==> config.mk <==
export PLATFORM = sky130hd
export DESIGN_NAME = ctl_trip
export DESIGN_NICKNAME = d
export VERILOG_FILES = /design/src/ctl_pkg.sv /design/src/ctl_trip.sv
export SDC_FILE = /design/constraint.sdc
export NUM_CORES = 1
export LEC_CHECK = 0
export ABC_AREA = 0
export ABC_CLOCK_PERIOD_IN_PS = 7000
export BUFFER_PORTS_ARGS = -buffer_cell sky130_fd_sc_hd__buf_2
export CORE_MARGIN = 5
export CORE_UTILIZATION = 48
export DETAILED_ROUTE_END_ITERATION = 12
export PLACE_DENSITY_LB_ADDON = 0.05
export SYNTH_ARGS = -nofsm -noshare
export SYNTH_HDL_FRONTEND = slang
export SYNTH_SLANG_ARGS = --single-unit
export TNS_END_PERCENT = 30
==> constraint.sdc <==
create_clock -name clock -period 7 [get_ports clock]
set_clock_uncertainty 0.1 [all_clocks]
set_input_delay 1.4 -clock clock [delete_from_list [all_inputs] [get_ports clock]]
set_output_delay 1.4 -clock clock [all_outputs]
set_load 0.05 [all_outputs]
==> src/ctl_pkg.sv <==
// Package: constants and types of the charge trip latch block
package ctl_pkg;

    // ********************************************************
    // Register map (APB byte addresses)
    // ********************************************************
    localparam logic [7:0] CTL_A_CONN = 8'h00;
    localparam logic [7:0] CTL_A_CFG = 8'h04;
    localparam logic [7:0] CTL_A_REQ = 8'h08;
    localparam logic [7:0] CTL_A_RESP = 8'h0C;
    localparam logic [7:0] CTL_A_OUT = 8'h10;
    localparam logic [7:0] CTL_A_IST = 8'h14;
    localparam logic [7:0] CTL_A_IMSK = 8'h18;

    // ********************************************************
    // Field positions and limits
    // ********************************************************
    localparam int CTL_CFG_CRC_BIT = 16;
    localparam logic [5:0] CTL_ILIM_MIN = 6'h06;
    localparam logic [5:0] CTL_ILIM_MAX = 6'h20;
    localparam int CTL_NEVT = 4;
    localparam int CTL_EV_TRIP = 0;
    localparam int CTL_EV_DROP = 1;
    localparam int CTL_EV_FERR = 2;
    localparam int CTL_EV_CABLE = 3;

    // ********************************************************
    // Timing
    // ********************************************************
    localparam int CTL_CLK_HZ = 100_000_000;
    localparam int CTL_TICK_MS = 1;
    localparam int CTL_TICK_CYC = CTL_TICK_MS * (CTL_CLK_HZ / 1000);
    localparam int CTL_DEF_TMO_MS = 2000;

    // ********************************************************
    // Vehicle state codes (pilot pins and response field)
    // ********************************************************
    localparam logic [2:0] CTL_VS_INV = 3'h0;
    localparam logic [2:0] CTL_VS_A = 3'h1;
    localparam logic [2:0] CTL_VS_B = 3'h2;
    localparam logic [2:0] CTL_VS_C = 3'h3;
    localparam logic [2:0] CTL_VS_D = 3'h4;
    localparam logic [2:0] CTL_VS_E = 3'h5;
    localparam logic [2:0] CTL_VS_F = 3'h6;

    // Proximity codes and the cable capacity each one means
    localparam logic [2:0] CTL_PX_NONE = 3'h0;
    localparam logic [2:0] CTL_PX_BAD = 3'h7;
    localparam logic [6:0] CTL_CAP_13 = 7'h0D;
    localparam logic [6:0] CTL_CAP_20 = 7'h14;
    localparam logic [6:0] CTL_CAP_32 = 7'h20;
    localparam logic [6:0] CTL_CAP_63 = 7'h3F;

    // ********************************************************
    // Process data request word
    // ********************************************************
    typedef struct packed {
        logic [7:0] crc;
        logic [7:0] dout;
        logic [1:0] rsv1;
        logic [5:0] ilim;
        logic [4:0] rsv0;
        logic clr;
        logic brk;
        logic pwm;
    } ctl_req_t;

    // Pilot outputs toward the vehicle interface
    typedef struct packed {
        logic pwm;
        logic brk;
        logic [5:0] ilim;
        logic [7:0] dout;
    } ctl_out_t;

endpackage : ctl_pkg

==> src/ctl_trip.sv <==
// Module: trip latch and process data slave of the charge controller
//
// Design decisions made here: the register offsets and the APB interface to the registers.
`timescale 1ns/100ps
`default_nettype none

module ctl_trip import ctl_pkg::*; #(
    parameter int TICK_CYCLES = CTL_TICK_CYC,
    parameter int DEF_TMO_MS = CTL_DEF_TMO_MS
) (
    // Clock and reset
    input wire logic clock,
    input wire logic rstn,
    // APB slave
    input wire logic psel,
    input wire logic penable,
    input wire logic pwrite,
    input wire logic [7:0] paddr,
    input wire logic [31:0] pwdata,
    output logic [31:0] prdata,
    output logic pready,
    output logic pslverr,
    // Vehicle interface pins
    input wire logic [2:0] pilot_code,
    input wire logic [2:0] prox_code,
    // Outputs
    output logic shutdown_output_n,
    output ctl_out_t pilot_out,
    output logic irq
);

    // ********************************************************
    // State
    // ********************************************************
    typedef struct packed {
        logic [2:0] pil_s1;
        logic [2:0] pil_s2;
        logic [2:0] prx_s1;
        logic [2:0] prx_s2;
        logic [2:0] prx_prev;
        logic conn;
        logic crc_en;
        logic [15:0] tmo_ms;
        logic [16:0] ms_cnt;
        logic [15:0] tmo_cnt;
        logic sd_n;
        logic clr_pend;
        ctl_out_t po;
        logic [CTL_NEVT-1:0] ist;
        logic [CTL_NEVT-1:0] imsk;
        logic [31:0] rdata;
    } ctl_state_t;

    ctl_state_t r;
    ctl_state_t next_r;

    // ********************************************************
    // Decode of the synchronised pins
    // ********************************************************
    logic fault;
    logic [2:0] vstate;
    logic [6:0] cap;
    logic pil_ok;

    always_comb begin
        pil_ok = (r.pil_s2 >= CTL_VS_A) && (r.pil_s2 <= CTL_VS_D);
        fault = (r.pil_s2 == CTL_VS_E) || (r.pil_s2 == CTL_VS_F) ||
                (r.prx_s2 == CTL_PX_BAD);
        unique case (r.prx_s2)
            3'h1: cap = CTL_CAP_13;
            3'h2: cap = CTL_CAP_20;
            3'h3: cap = CTL_CAP_32;
            3'h4: cap = CTL_CAP_63;
            default: cap = 7'h00;
        endcase
        if (r.prx_s2 == CTL_PX_NONE) begin
            vstate = CTL_VS_A;
        end else if (!pil_ok || r.pil_s2 == CTL_VS_A) begin
            vstate = CTL_VS_INV;
        end else begin
            vstate = r.pil_s2;
        end
    end

    // ********************************************************
    // Bus decode
    // ********************************************************
    ctl_req_t req;
    logic acc;
    logic wr;
    logic mapped;
    logic tick;
    logic req_wr;
    logic frame_bad;
    logic cfg_wr;
    logic [7:0] crc_calc;
    logic [CTL_NEVT-1:0] evt;

    always_comb begin
        req = ctl_req_t'(pwdata);
        acc = psel && penable;
        wr = acc && pwrite;
        mapped = (paddr <= CTL_A_IMSK) && (paddr[1:0] == 2'b00);
        tick = (r.ms_cnt == 17'(TICK_CYCLES - 1));
        req_wr = wr && paddr == CTL_A_REQ && r.conn;
        cfg_wr = wr && paddr == CTL_A_CFG && r.conn;
        crc_calc = pwdata[7:0] ^ pwdata[15:8] ^ pwdata[23:16];
        // Zero current is legal: it is the idle request
        frame_bad = (r.crc_en && req.crc != crc_calc) ||
                    (req.ilim != 6'h00 &&
                     (req.ilim < CTL_ILIM_MIN || req.ilim > CTL_ILIM_MAX));
    end

    assign pready = 1'b1;
    assign pslverr = acc && !mapped;
    assign prdata = r.rdata;
    assign shutdown_output_n = r.sd_n;
    assign pilot_out = r.po;
    assign irq = |(r.ist & r.imsk);

    // ********************************************************
    // Next state
    // ********************************************************
    always_comb begin
        next_r = r;
        evt = '0;
        // Two flops on every pin before any logic reads it
        next_r.pil_s1 = pilot_code;
        next_r.pil_s2 = r.pil_s1;
        next_r.prx_s1 = prox_code;
        next_r.prx_s2 = r.prx_s1;
        next_r.prx_prev = r.prx_s2;
        evt[CTL_EV_CABLE] = (r.prx_s2 != r.prx_prev);
        next_r.ms_cnt = tick ? 17'h00000 : r.ms_cnt + 17'h00001;

        // Link supervision
        if (wr && paddr == CTL_A_CONN) begin
            if (pwdata[0] && !r.conn) begin
                next_r.conn = 1'b1;
                next_r.tmo_cnt = r.tmo_ms;
            end else if (!pwdata[0]) begin
                next_r.conn = 1'b0;
            end
        end
        if (r.conn && tick) begin
            if (r.tmo_cnt == 16'h0000) begin
                next_r.conn = 1'b0;
            end else begin
                next_r.tmo_cnt = r.tmo_cnt - 16'h0001;
            end
        end
        if (cfg_wr) begin
            if (pwdata[15:0] == 16'h0000) begin
                next_r.conn = 1'b0;
                evt[CTL_EV_FERR] = 1'b1;
            end else begin
                next_r.tmo_ms = pwdata[15:0];
                next_r.crc_en = pwdata[CTL_CFG_CRC_BIT];
                next_r.tmo_cnt = pwdata[15:0];
            end
        end
        if (req_wr) begin
            if (frame_bad) begin
                next_r.conn = 1'b0;
                evt[CTL_EV_FERR] = 1'b1;
            end else begin
                next_r.po.pwm = req.pwm;
                next_r.po.brk = req.brk;
                next_r.po.ilim = req.ilim;
                next_r.po.dout = req.dout;
                next_r.tmo_cnt = r.tmo_ms;
                if (req.clr) begin
                    next_r.clr_pend = 1'b1;
                end
            end
        end
        evt[CTL_EV_DROP] = r.conn && !next_r.conn;

        // Trip latch; a fault in the clear cycle keeps it set
        if (!next_r.conn) begin
            next_r.sd_n = 1'b0;
            next_r.clr_pend = 1'b0;
            next_r.po = '0;
            next_r.crc_en = r.conn ? 1'b0 : r.crc_en;
            next_r.tmo_ms = r.conn ? 16'(DEF_TMO_MS) : r.tmo_ms;
        end else if (fault) begin
            next_r.sd_n = 1'b0;
        end else if (next_r.clr_pend) begin
            next_r.sd_n = 1'b1;
            next_r.clr_pend = 1'b0;
        end
        // Isolating the outlet has no path into the latch
        evt[CTL_EV_TRIP] = r.sd_n && !next_r.sd_n;

        // Register writes and sticky status, set beats clear
        if (wr && paddr == CTL_A_IMSK) begin
            next_r.imsk = pwdata[CTL_NEVT-1:0];
        end
        for (int i = 0; i < CTL_NEVT; i++) begin
            if (wr && paddr == CTL_A_IST && pwdata[i]) begin
                next_r.ist[i] = 1'b0;
            end
            if (evt[i]) begin
                next_r.ist[i] = 1'b1;
            end
        end

        // Read data captured in the setup phase
        if (psel && !penable && !pwrite) begin
            unique case (paddr)
                CTL_A_CONN: next_r.rdata = {31'h0, r.conn};
                CTL_A_CFG: next_r.rdata = {15'h0, r.crc_en, r.tmo_ms};
                CTL_A_RESP: next_r.rdata = {17'h0, r.clr_pend, r.conn,
                    !r.sd_n, 1'b0, cap, 1'b0, vstate};
                CTL_A_OUT: next_r.rdata = {16'h0, r.po};
                CTL_A_IST: next_r.rdata = {28'h0, r.ist};
                CTL_A_IMSK: next_r.rdata = {28'h0, r.imsk};
                default: next_r.rdata = 32'h00000000;
            endcase
        end
    end

    // ********************************************************
    // Registers
    // ********************************************************
    always_ff @(posedge clock or negedge rstn) begin
        if (!rstn) begin
            r <= '0;
            r.tmo_ms <= 16'(DEF_TMO_MS);
        end else begin
            r <= next_r;
        end
    end
endmodule : ctl_trip

`default_nettype wire

==> metrics.log, run 1 <==
[metrics] starting density of the core: 0.4909
[metrics] achievable clock frequency: 241.0 MHz
[metrics] Root Driver: sky130_fd_sc_hd__clkbuf_16
[metrics] Post-Place Cells: 837
[metrics] netlist area before placement: 6195 um^2
[metrics] actual slew at the worst max-slew pin: 1.275 ns
[metrics] Detail Route Antenna Nets: 0
[metrics] PwrDens: 187.0 nW/um^2
[metrics] utilization of the core after routing: 0.5319
[metrics] asr flop ratio synth: 1.000
[metrics] Cell variety after synth: 66
[metrics] first-pass iteration count of the detailed router: 5
[metrics] postcts setup bufs: 0
[metrics] die width: 123.6 um
[metrics] endpoints failing hold: 0
[metrics] reg2reg start: r[108]$_DFF_PN0_
[metrics] area growth from synthesis to layout: 8.362%
[metrics] max-slew violation total from the final report: 0
[metrics] number of buffers between clock root and the deepest sink: 2
[metrics] detailed placement HPWL: 12730 um
[metrics] Endpoint, Worst Hold: next_r[109]$_DFF_PN0_
[metrics] power share of the combinational group: 0.087
[metrics] accumulated negative setup slack: 0 ns
[metrics] # H-tree levels: 3
[metrics] Placeable Area: 12620 um^2
[metrics] highest ir drop seen on vdd: 0.1639 mV
[metrics] Slew Limit Headroom: 0.1432
[metrics] Register-to-Register Setup Slack: 3.63 ns
[metrics] vias in the first global route: 5023
[metrics] initial antenna violation count: 0
[metrics] cell internal pwr: 0.9168 mW
[metrics] top area cells in the synthesized netlist: sky130_fd_sc_hd__dfrtp_1 (42%), sky130_fd_sc_hd__buf_4 (5.9%), sky130_fd_sc_hd__mux2i_1 (4.7%)
[metrics] clk_lat worst skew: 0.36 ns
[metrics] first-pass GRT wire length: 27470 um
[metrics] Via-to-Cell Ratio: 5.958
[metrics] Rows: 41
[metrics] data arrival time of the critical path: 4.30 ns
[metrics] final period utilization: 0.5927
[metrics] number of violations of the max-capacitance limit: 0
[metrics] sequential cell area fraction in the yosys report: 0.4415
[metrics] worst-path fanout max: 14
[metrics] fraction of final layout cells with drive strength greater than 1: 0.1836
[metrics] clock transition at the register clock pins on the worst setup and hold paths after CTS: 0.08 ns
[metrics] Hold Path Stages: 0
[metrics] drt total wl: 17580 um
[metrics] total via count after detailed routing: 5082
[metrics] count of hold buffers inserted by post-cts repair: 0
[metrics] final cell count without fillers: 853
[metrics] Placer Congestion: 0.9195
[metrics] ports placed on the boundary: 103
[metrics] die span in y: 123.6 um
[metrics] Die ar.: 15280 um^2
[metrics] shortest clock period the worst path allows after layout: 4.149 ns
[metrics] setup violation total in the final timing report: 0
[metrics] count of buffers from port buffering: 86
[metrics] TritonCTS clock tree: yes
[metrics] dominant register cell in the synthesized netlist: sky130_fd_sc_hd__dfrtp_1
[metrics] fraction of post-synthesis cell area in the top cell type by area: 0.4161
[metrics] capturing element type of the critical path: flip-flop
[metrics] number of enable flip-flop cells after synthesis: 0
[metrics] synthesized area per cell: 9.725 um^2
[metrics] Crit Reg-Reg Endpoint: r[104]$_DFFE_PN0P_
[metrics] Worst Setup Path Type: primary input to flip-flop
[metrics] overall power: 1.255 mW
[metrics] Resized Gates After CTS: 0
[metrics] Clock Power Share: 0.399
[metrics] run status: completed
[metrics] DRC errors left: 0
[metrics] number of CTS-inserted buffers: 9
[metrics] flops & latches, synth: 109
[metrics] static leakage: 3.125 nW
[metrics] maximum number of pins on one net before global-route repair: 76
[metrics] Data required, critical path: 7.15 ns
[metrics] fin nets: 730
[metrics] worst min-delay path startpoint: next_r[112]$_DFF_PN0_
[metrics] class of the worst hold path: flip-flop to flip-flop
[metrics] number of fillers in the final layout: 1206
[metrics] instance count of the mapped netlist: 637
[metrics] warning count from the yosys run: 0
[metrics] drt wl/cell: 20.61 um
[metrics] Switching Power: 0.3382 mW
[metrics] worst reg-to-reg path cell count: 6
[metrics] Reg power frac: 0.514
[metrics] total global routing track utilization: 0.2370
[metrics] Critical Path Source Type: primary input
[metrics] gr ovfl total: 0
[metrics] post-synth top area cell: sky130_fd_sc_hd__dfrtp_1
[metrics] total number of clock tree sinks: 109
[metrics] switching power as a share of total power: 0.2695
[metrics] number of design-rule violations left by the first detailed-router iteration: 468
[metrics] unrepaired setup endpoints after global routing: no
[metrics] number of antenna repair diodes: 0
## area by class of cell
cell class	instances	area (um^2)	share of cell area
Clock buffer	9	225.2	0.03355
Clock inverter	7	56.30	0.008388
Multi-Input combinational cell	446	2947	0.4390
Timing Repair Buffer	89	455.4	0.06785
Inverter	21	78.83	0.01174
Sequential cell	109	2735	0.4075
Tap cell	172	215.2	0.03206
## cells in the final DEF (no fill, tap or decap), drive strengths merged, types with 3 or more instances in the layout
master / n
a211oi: 3
a21oi: 11
a221oi: 7
a222oi: 5
a22o: 18
a22oi: 23
a31oi: 5
a32o: 3
a41oi: 4
and2: 3
and3: 7
buf: 89
clkbuf: 9
clkinv: 3
conb: 16
dfrtp: 103
dfstp: 6
ha: 3
inv: 25
mux2: 8
mux2i: 29
nand2: 48
nand2b: 6
nand3: 22
nand4: 16
nor2: 62
nor2b: 4
nor3: 14
nor4: 11
nor4b: 3
o21ai: 31
or3: 6
or4: 5
or4b: 4
xnor2: 31
xor2: 13
## stage by stage
step	setup WS [ns]	hold WS (ns)	instance area, um^2
global route	2.638	0.2654	6713
floorplan	2.951	0.2312	6247
global placement	2.608	0.2325	6431
finish	2.851	0.2476	6713
detailed placement	2.531	0.2347	6431
CTS	2.906	0.2488	6713
## worst max-delay path: stages
cell	delay, ns
sky130_fd_sc_hd__buf_2	0.14
sky130_fd_sc_hd__nor4_1	0.67
sky130_fd_sc_hd__nand4_1	0.30
sky130_fd_sc_hd__a31oi_2	0.85
sky130_fd_sc_hd__buf_4	0.34
sky130_fd_sc_hd__a41oi_1	0.06
sky130_fd_sc_hd__a32o_1	0.28
sky130_fd_sc_hd__mux2_2	0.27
## registers in the layout, summed over array words and instances, names as in the netlist
name	flops
r	66
pilot_out	16
prdata	17
shutdown_output_n	1
next_r	9
## worst max path at each step
stage	depth (start not counted)	from	slack (ns)	endpoint
after floorplan	3	paddr[2]	2.95	pslverr
after global placement	8	paddr[4]	2.61	r[62]$_DFF_PN0_
after detailed placement	8	paddr[4]	2.53	r[65]$_DFF_PN0_
after CTS	8	paddr[4]	2.91	r[62]$_DFF_PN0_
after global routing	8	paddr[4]	2.64	r[65]$_DFF_PN0_
final	8	paddr[4]	2.85	r[62]$_DFF_PN0_
## metal layers
| layer | GRT usage | routed length [um] | up-vias |
|---|---|---|---|
| met1 | 0.3215 | 7199 | 2463 |
| met4 | 0.1003 | 669 | 0 |
| li1 | - | - | 2330 |
| met5 | 0 | 0 | - |
| met3 | 0.05041 | 1481 | 51 |
| met2 | 0.3687 | 8228 | 238 |
## cell families (layout without fill, tap and decap cells)
| group | after synthesis | count (layout) | share of synthesized area |
|---|---|---|---|
| buffers and inverters | 96 | 126 | 0.09129 |
| XOR/XNOR | 44 | 44 | 0.06221 |
| multiplexers | 37 | 37 | 0.06140 |
| flip-flops | 109 | 109 | 0.4415 |
| adder cells (fa/ha/maj) | 3 | 3 | 0.006060 |
| AO/OA/AOI/OAI | 129 | 129 | 0.1509 |
| AND/OR/NAND/NOR | 217 | 217 | 0.1854 |
| other | 2 | 16 | 0.001212 |
## power by group through the flow
stage	clock [mW]	combinational [mW]	sequential [mW]
6_report	0.501	0.109	0.645
5_1_grt	0.537	0.120	0.646
4_1_cts	0.512	0.110	0.645
3_5_place_dp	0	0.110	0.657
3_3_place_gp	0	0.109	0.656
2_1_floorplan	0	0.0690	0.653
## cell usage after synthesis (all sizes together), types with 8 or more instances
library cell,instances
a21oi,11
a22o,18
a22oi,23
buf,56
clkbuf,19
dfrtp,103
inv,21
mux2,8
mux2i,29
nand2,48
nand3,22
nand4,16
nor2,62
nor3,14
nor4,11
o21ai,31
xnor2,31
xor2,13
Note: power is estimated with default switching activity, not from simulation.
==> run 2, diff against run 1 <==
ABC_CLOCK_PERIOD_IN_PS = 3400   (was 7000)
clock period = 3.4 ns   (was 7 ns; I/O delays follow)
==> run 2 against run 1 <==
Critical path depth shrank 2. Setup slack worse by 2.3 ns. Cell count increased by 1.8%. Utilization grew 1.0 points. Clock power is 110% higher. First-iteration DRC count is 1.3% lower. Largest cell class unchanged.
==> metrics.log, run 2 (synthesis gave the netlist of run 1 again) <==
[metrics] run status: completed (unchanged)
[metrics] top library cells by usage in the layout, fill and taps aside: sky130_fd_sc_hd__dfrtp_1 (103), sky130_fd_sc_hd__buf_2 (85), sky130_fd_sc_hd__nor2_1 (61) (unchanged)
[metrics] endpoints failing hold: 0 (unchanged)
[metrics] fraction of final layout cells with drive strength greater than 1: 0.1968 (was 0.1836)
[metrics] Slew Limit Headroom: 0.3011 (was 0.1432)
[metrics] # H-tree levels: 3 (unchanged)
[metrics] starting density of the core: 0.4909 (unchanged)
[metrics] Root Driver: sky130_fd_sc_hd__clkbuf_16 (unchanged)
[metrics] Rows: 41 (unchanged)
[metrics] number of design-rule violations left by the first detailed-router iteration: 462 (was 468)
[metrics] shortest clock period the worst path allows after layout: 2.849 ns
[metrics] vias in the first global route: 5039 (was 5023)
[metrics] class of the worst hold path: primary input to asynchronous set/reset pin (was flip-flop to flip-flop)
[metrics] drt total wl: 17410 um (was 17580 um)
[metrics] drt wl/cell: 20.05 um (was 20.61 um)
[metrics] DRC errors left: 0 (unchanged)
[metrics] actual slew at the worst max-slew pin: 1.043 ns (was 1.275 ns)
[metrics] total number of clock tree sinks: 109 (unchanged)
[metrics] Via-to-Cell Ratio: 5.783 (was 5.958)
[metrics] accumulated negative setup slack: 0 ns (unchanged)
[metrics] max reg flops: 66 (unchanged)
[metrics] slack of the critical path: 0.5507 ns (was 2.851 ns)
[metrics] first-pass GRT wire length: 27610 um (was 27470 um)
[metrics] critical path's top delay family: simple AND/OR/NAND/NOR gates (was compound AO/OA/AOI/OAI gates)
[metrics] Placer Congestion: 0.9422 (was 0.9195)
[metrics] delay contributed by the slowest stage of the critical path: 0.85 ns (about the same)
[metrics] capturing element type of the critical path: flip-flop (unchanged)
[metrics] Data required, critical path: 3.59 ns (was 7.15 ns)
[metrics] most common cell after layout, fill and taps aside: sky130_fd_sc_hd__dfrtp_1 (unchanged)
[metrics] unrepaired setup endpoints after global routing: no (unchanged)
[metrics] area growth from synthesis to layout: 10.40% (was 8.362%)
[metrics] Die ar.: 15280 um^2 (unchanged)
[metrics] achievable clock frequency: 351.0 MHz
[metrics] first-pass iteration count of the detailed router: 6 (was 5)
[metrics] Critical Path Source Type: primary input (unchanged)
[metrics] number of buffers between clock root and the deepest sink: 2 (unchanged)
[metrics] register bank with the most flops: r (unchanged)
[metrics] utilization of the core after routing: 0.5419 (was 0.5319)
[metrics] gr ovfl total: 0 (unchanged)
[metrics] data arrival time of the critical path: 3.04 ns (was 4.30 ns)
[metrics] Detail Route Antenna Nets: 0 (unchanged)
[metrics] PwrDens: 382.9 nW/um^2 (was 187.0 nW/um^2)
[metrics] count of buffers from port buffering: 86 (unchanged)
[metrics] maximum number of pins on one net before global-route repair: 44 (was 76)
[metrics] overall power: 2.619 mW (was 1.255 mW)
[metrics] highest ir drop seen on vdd: 0.4280 mV (was 0.1639 mV)
[metrics] Worst Setup Path Type: primary input to flip-flop (unchanged)
[metrics] clock transition at the register clock pins on the worst setup and hold paths after CTS: 0.07 ns (was 0.08 ns)
[metrics] number of buffer and inverter instances along the worst setup path: 1 (was 2)
[metrics] ordered cell list for the critical path: buf_2 > or4_1 > o22ai_1 > nand2_1 > nor3_2 > a22o_1 (was buf_2 > nor4_1 > nand4_1 > a31oi_2 > buf_4 > a41oi_1 > a32o_1 > mux2_2)
[metrics] initial antenna violation count: 0 (unchanged)
[metrics] total global routing track utilization: 0.2375 (was 0.2370)
[metrics] final period utilization: 0.8380
[metrics] count of hold buffers inserted by post-cts repair: 0 (unchanged)
[metrics] worst slack at placement: 0.2260 ns (was 2.531 ns)
[metrics] clk_lat worst skew: 0.36 ns (about the same)
[metrics] detailed placement HPWL: 13030 um (was 12730 um)
[metrics] Placeable Area: 12620 um^2 (unchanged)
[metrics] setup violation total in the final timing report: 0 (unchanged)
[metrics] fin nets: 745 (was 730)
[metrics] ports placed on the boundary: 103 (unchanged)
[metrics] die width: 123.6 um (unchanged)
[metrics] cell type of the slowest stage on the worst timing path: sky130_fd_sc_hd__nor3_2 (was sky130_fd_sc_hd__a31oi_2)
[metrics] number of violations of the max-capacitance limit: 0 (unchanged)
[metrics] Resized Gates After CTS: 0 (unchanged)
[metrics] worst-path fanout max: 15 (was 14)
[metrics] TritonCTS clock tree: yes (unchanged)
[metrics] number of antenna repair diodes: 0 (unchanged)
[metrics] total via count after detailed routing: 5020 (was 5082)
[metrics] max-slew violation total from the final report: 0 (unchanged)
[metrics] number of CTS-inserted buffers: 9 (unchanged)
[metrics] static leakage: 3.196 nW (was 3.125 nW)
[metrics] postcts setup bufs: 0 (unchanged)
[metrics] die span in y: 123.6 um (unchanged)
-- run 2: path summary, 6_finish.rpt --
kind / from / endpoint / slack, ns / depth (start not counted)
worst max-delay path: pwdata[8] / pilot_out[10]$_DFFE_PN0P_ / 0.55 / 6
worst min-delay path: rstn / r[64]$_DFF_PN0_ / 0.22 / 1
worst max register to register: r[86]$_DFF_PN0_ / r[96]$_DFFE_PN0P_ / 0.60 / 6
worst min register to register: next_r[119]$_DFF_PN0_ / r[119]$_DFF_PN0_ / 0.25 / 0
max in group asynchronous: rstn / r[110]$_DFF_PN0_ / 2.20 / 2
min in group clock: next_r[119]$_DFF_PN0_ / r[119]$_DFF_PN0_ / 0.25 / 0
-- run 2: through the flow --
| stage | std cells | hold slack, ns | cell area, um^2 |
|---|---|---|---|
| finish | 868 | 0.2162 | 6839 |
| global route | 868 | 0.2525 | 6839 |
| CTS | 868 | 0.2339 | 6839 |
| detailed placement | 852 | 0.2355 | 6544 |
| global placement | 852 | 0.2371 | 6544 |
| floorplan | 651 | 0.2312 | 6247 |
-- run 2: layout make-up --
cell class                 count  area, um^2
timing repair buffer         104       568.0
fill                        1179        5781
clock inverter                 3       45.04
sequential                   109        2735
multi-input combinational    446        2947
tap                          172       215.2
inverter                      21       78.83
clock buffer                  13       250.2
-- run 2: worst register-to-register path, cell delays in order, from the launching register on --
cell	delay (ns)
sky130_fd_sc_hd__dfrtp_1	0.43
sky130_fd_sc_hd__or4b_4	0.57
sky130_fd_sc_hd__nor4_4	0.35
sky130_fd_sc_hd__or3b_1	0.53
sky130_fd_sc_hd__o2111ai_1	0.15
sky130_fd_sc_hd__o21a_1	0.43
sky130_fd_sc_hd__nor2_1	0.11
-- run 2: per-layer routing --
metal  share of wire  up-vias  global-route usage
met2            0.48      188              0.3832
met4           0.024        0             0.07266
met5               0        -                   0
met3           0.067       25             0.05858
met1            0.43     2462              0.3164
li1                -     2345                   -
-- run 2: where the power goes --
part | internal (mW) | switching [mW]
Sequential | 1.31 | 0.0147
Combinational | 0.0698 | 0.163
Clock | 0.593 | 0.468
Total | 1.97 | 0.645
==> run 3, diff against run 2 <==
ABC_CLOCK_PERIOD_IN_PS = 2500   (was 3400)
clock period = 2.5 ns   (was 3.4 ns; I/O delays follow)
==> run 3 against run 2 <==
Register-to-register slack worse by 0.59 ns. Sequential power up 35%. Combinational power up 58%. Non-clock buffer count up 75. Global-route usage up 1.2 points. Clock power up 32%. First-iteration DRC count up 23%. Wire length up 6.8%. Sequential cell count unchanged. Hold slack worse by 0.069 ns. Critical endpoint is now r[102]$_DFFE_PN0P_. Largest power group unchanged.
==> metrics.log, run 3 (synthesis gave the netlist of run 1 again) <==
[metrics] total number of clock tree sinks: 109 (unchanged)
[metrics] capturing element type of the critical path: flip-flop (unchanged)
[metrics] fin nets: 820 (was 745)
[metrics] PwrDens: 476.1 nW/um^2 (was 382.9 nW/um^2)
[metrics] count of buffers from port buffering: 86 (unchanged)
[metrics] data arrival time of the critical path: 2.64 ns (was 3.04 ns)
[metrics] number of fillers in the final layout: 1134 (was 1179)
[metrics] starting density of the core: 0.4909 (unchanged)
[metrics] Die ar.: 15280 um^2 (unchanged)
[metrics] drt total wl: 18590 um (was 17410 um)
[metrics] initial antenna violation count: 0 (unchanged)
[metrics] Crit Reg-Reg Endpoint: r[102]$_DFFE_PN0P_ (was r[96]$_DFFE_PN0P_)
[metrics] die span in y: 123.6 um (unchanged)
[metrics] ports placed on the boundary: 103 (unchanged)
[metrics] area used by multi-input combinational logic: 3012 um^2 (was 2947 um^2)
[metrics] class of the worst hold path: primary input to flip-flop (was primary input to asynchronous set/reset pin)
[metrics] Via-to-Cell Ratio: 5.757 (was 5.783)
[metrics] static leakage: 3.589 nW (was 3.196 nW)
[metrics] top library cells by usage in the layout, fill and taps aside: sky130_fd_sc_hd__dfrtp_1 (103), sky130_fd_sc_hd__buf_4 (89), sky130_fd_sc_hd__buf_2 (85) (was sky130_fd_sc_hd__dfrtp_1 (103), sky130_fd_sc_hd__buf_2 (85), sky130_fd_sc_hd__nor2_1 (61))
[metrics] vias in the first global route: 5336 (was 5039)
[metrics] Register-to-Register Setup Slack: 0.01 ns (was 0.60 ns)
[metrics] most common cell after layout, fill and taps aside: sky130_fd_sc_hd__dfrtp_1 (unchanged)
[metrics] sequential cell area: 2735 um^2 (unchanged)
[metrics] reg2reg start: r[86]$_DFF_PN0_ (unchanged)
[metrics] max reg flops: 66 (unchanged)
[metrics] Endpoint, Worst Hold: next_r[113]$_DFF_PN0_
[metrics] drt wl/cell: 19.72 um (was 20.05 um)
[metrics] maximum number of pins on one net before global-route repair: 32 (was 44)
[metrics] achievable clock frequency: 401.8 MHz
[metrics] area growth from synthesis to layout: 20.88% (was 10.40%)
[metrics] DRC errors left: 0 (unchanged)
[metrics] Detail Route Antenna Nets: 0 (unchanged)
[metrics] total global routing track utilization: 0.2494 (was 0.2375)
[metrics] register bank with the most flops: r (unchanged)
[metrics] worst-path fanout max: 18 (was 15)
[metrics] Placement Cell Area: 7133 um^2 (was 6544 um^2)
[metrics] shortest clock period the worst path allows after layout: 2.489 ns
[metrics] Critical Path Source Type: flip-flop (was primary input)
[metrics] clock transition at the register clock pins on the worst setup and hold paths after CTS: 0.08 ns (was 0.07 ns)
[metrics] worst min-delay path startpoint: prox_code[1]
[metrics] detailed placement HPWL: 14240 um (was 13030 um)
[metrics] gr ovfl total: 0 (unchanged)
[metrics] Root Driver: sky130_fd_sc_hd__clkbuf_16 (unchanged)
[metrics] highest ir drop seen on vdd: 0.4004 mV (was 0.4280 mV)
[metrics] post-layout instance area: 7488 um^2 (was 6839 um^2)
[metrics] Placeable Area: 12620 um^2 (unchanged)
[metrics] number of design-rule violations left by the first detailed-router iteration: 570 (was 462)
[metrics] setup violation total in the final timing report: 0 (unchanged)
[metrics] first-pass GRT wire length: 28750 um (was 27610 um)
[metrics] worst hold slack: 0.1475 ns (was 0.2162 ns)
[metrics] first-pass iteration count of the detailed router: 5 (was 6)
[metrics] number of CTS-inserted buffers: 9 (unchanged)
[metrics] number of antenna repair diodes: 0 (unchanged)
[metrics] final period utilization: 0.9955
[metrics] Worst Setup Path Type: flip-flop to flip-flop (was primary input to flip-flop)
[metrics] # H-tree levels: 3 (unchanged)
[metrics] worst reg-to-reg path cell count: 6 (unchanged)
[metrics] clk_lat worst skew: 0.36 ns (about the same)
[metrics] actual slew at the worst max-slew pin: 0.7007 ns (was 1.043 ns)
[metrics] number of violations of the max-capacitance limit: 0 (unchanged)
[metrics] fraction of final layout cells with drive strength greater than 1: 0.2892 (was 0.1968)
[metrics] Slew Limit Headroom: 0.5313 (was 0.3011)
[metrics] Placer Congestion: 0.9211 (was 0.9422)
[metrics] unrepaired setup endpoints after global routing: yes (was no)
[metrics] endpoints failing hold: 0 (unchanged)
[metrics] die width: 123.6 um (unchanged)
[metrics] Hold Path Stages: 1
[metrics] max-slew violation total from the final report: 0 (unchanged)
[metrics] Data required, critical path: 2.65 ns (was 3.59 ns)
[metrics] number of buffers between clock root and the deepest sink: 2 (unchanged)
[metrics] Rows: 41 (unchanged)
[metrics] total via count after detailed routing: 5429 (was 5020)
[metrics] TritonCTS clock tree: yes (unchanged)
[metrics] run status: completed (unchanged)
-- run 3: cell count changes in the layout (fill, tap and decap cells not counted), moves of 3 or more --
cell                       delta
sky130_fd_sc_hd__buf_4       +70
sky130_fd_sc_hd__clkbuf_1     -3
sky130_fd_sc_hd__inv_6        +3
sky130_fd_sc_hd__nor2_1       -3
-- run 3: critical path, cell delays in order (launching register included) --
cell,delay (ns)
sky130_fd_sc_hd__dfrtp_1,0.39
sky130_fd_sc_hd__or4b_4,0.55
sky130_fd_sc_hd__nor4_4,0.34
sky130_fd_sc_hd__or3b_4,0.50
sky130_fd_sc_hd__nand2_8,0.20
sky130_fd_sc_hd__mux2i_1,0.24
sky130_fd_sc_hd__nor2_2,0.04
-- run 3: layout make-up --
| type | count | share of cell area |
|---|---|---|
| multi-input combinational | 446 | 0.4022 |
| sequential | 109 | 0.3652 |
| timing repair buffer | 179 | 0.1557 |
| clock buffer | 9 | 0.03008 |
| tap | 172 | 0.02874 |
| inverter | 21 | 0.01053 |
| clock inverter | 7 | 0.007519 |
-- run 3: timing repair --
item / 4_1_cts / 5_1_grt
hold endpoints to repair: 23 / 0
setup endpoints to repair: 42 / 37
setup buffers: 0 / 2
cloned: 0 / 0
resized for setup: 3 / 9
pin swaps: 0 / 9
hold buffers: 1 / 0
-- run 3: worst max path at each step --
stage                    startpoint                        to  slack (ns)  cells after the start
finish              r[86]$_DFF_PN0_        r[102]$_DFFE_PN0P_        0.01                      6
CTS                 r[85]$_DFF_PN0_           r[59]$_DFF_PN0_       -0.03                      8
global route        r[86]$_DFF_PN0_        r[106]$_DFFE_PN0P_       -0.09                      7
detailed placement        pwdata[8]  pilot_out[1]$_DFFE_PN0P_       -0.36                      7
global placement          pwdata[8]  pilot_out[9]$_DFFE_PN0P_       -0.33                      7
floorplan                  paddr[2]           r[66]$_DFF_PN0_      -0.009                      8
-- run 3: where the power goes --
part	internal [mW]	switching [mW]	total (mW)
clock	0.690	0.706	1.40
sequential	1.78	0.0201	1.80
combinational	0.132	0.235	0.367
-- run 3: routing by layer --
layer / GRT usage / up-vias / part of all wire
met5: 0 / - / 0
met4: 0.09965 / 0 / 0.024
met3: 0.05631 / 31 / 0.063
met2: 0.3832 / 205 / 0.47
met1: 0.3424 / 2693 / 0.44
li1: - / 2500 / -
-- run 3: stage by stage --
stage / setup slack, ns / util / std cells / total power, mW / setup TNS, ns
floorplan: -0.009007 / - / 651 / 2.023 / -0.1641
global placement: -0.3345 / 0.5652 / 924 / 2.192 / -8.687
detailed placement: -0.3593 / 0.5652 / 924 / 2.198 / -9.097
CTS: -0.03434 / 0.5891 / 941 / 3.593 / -0.05658
global route: -0.09240 / 0.5934 / 943 / 3.691 / -1.427
finish: 0.01118 / 0.5934 / 943 / 3.565 / 0
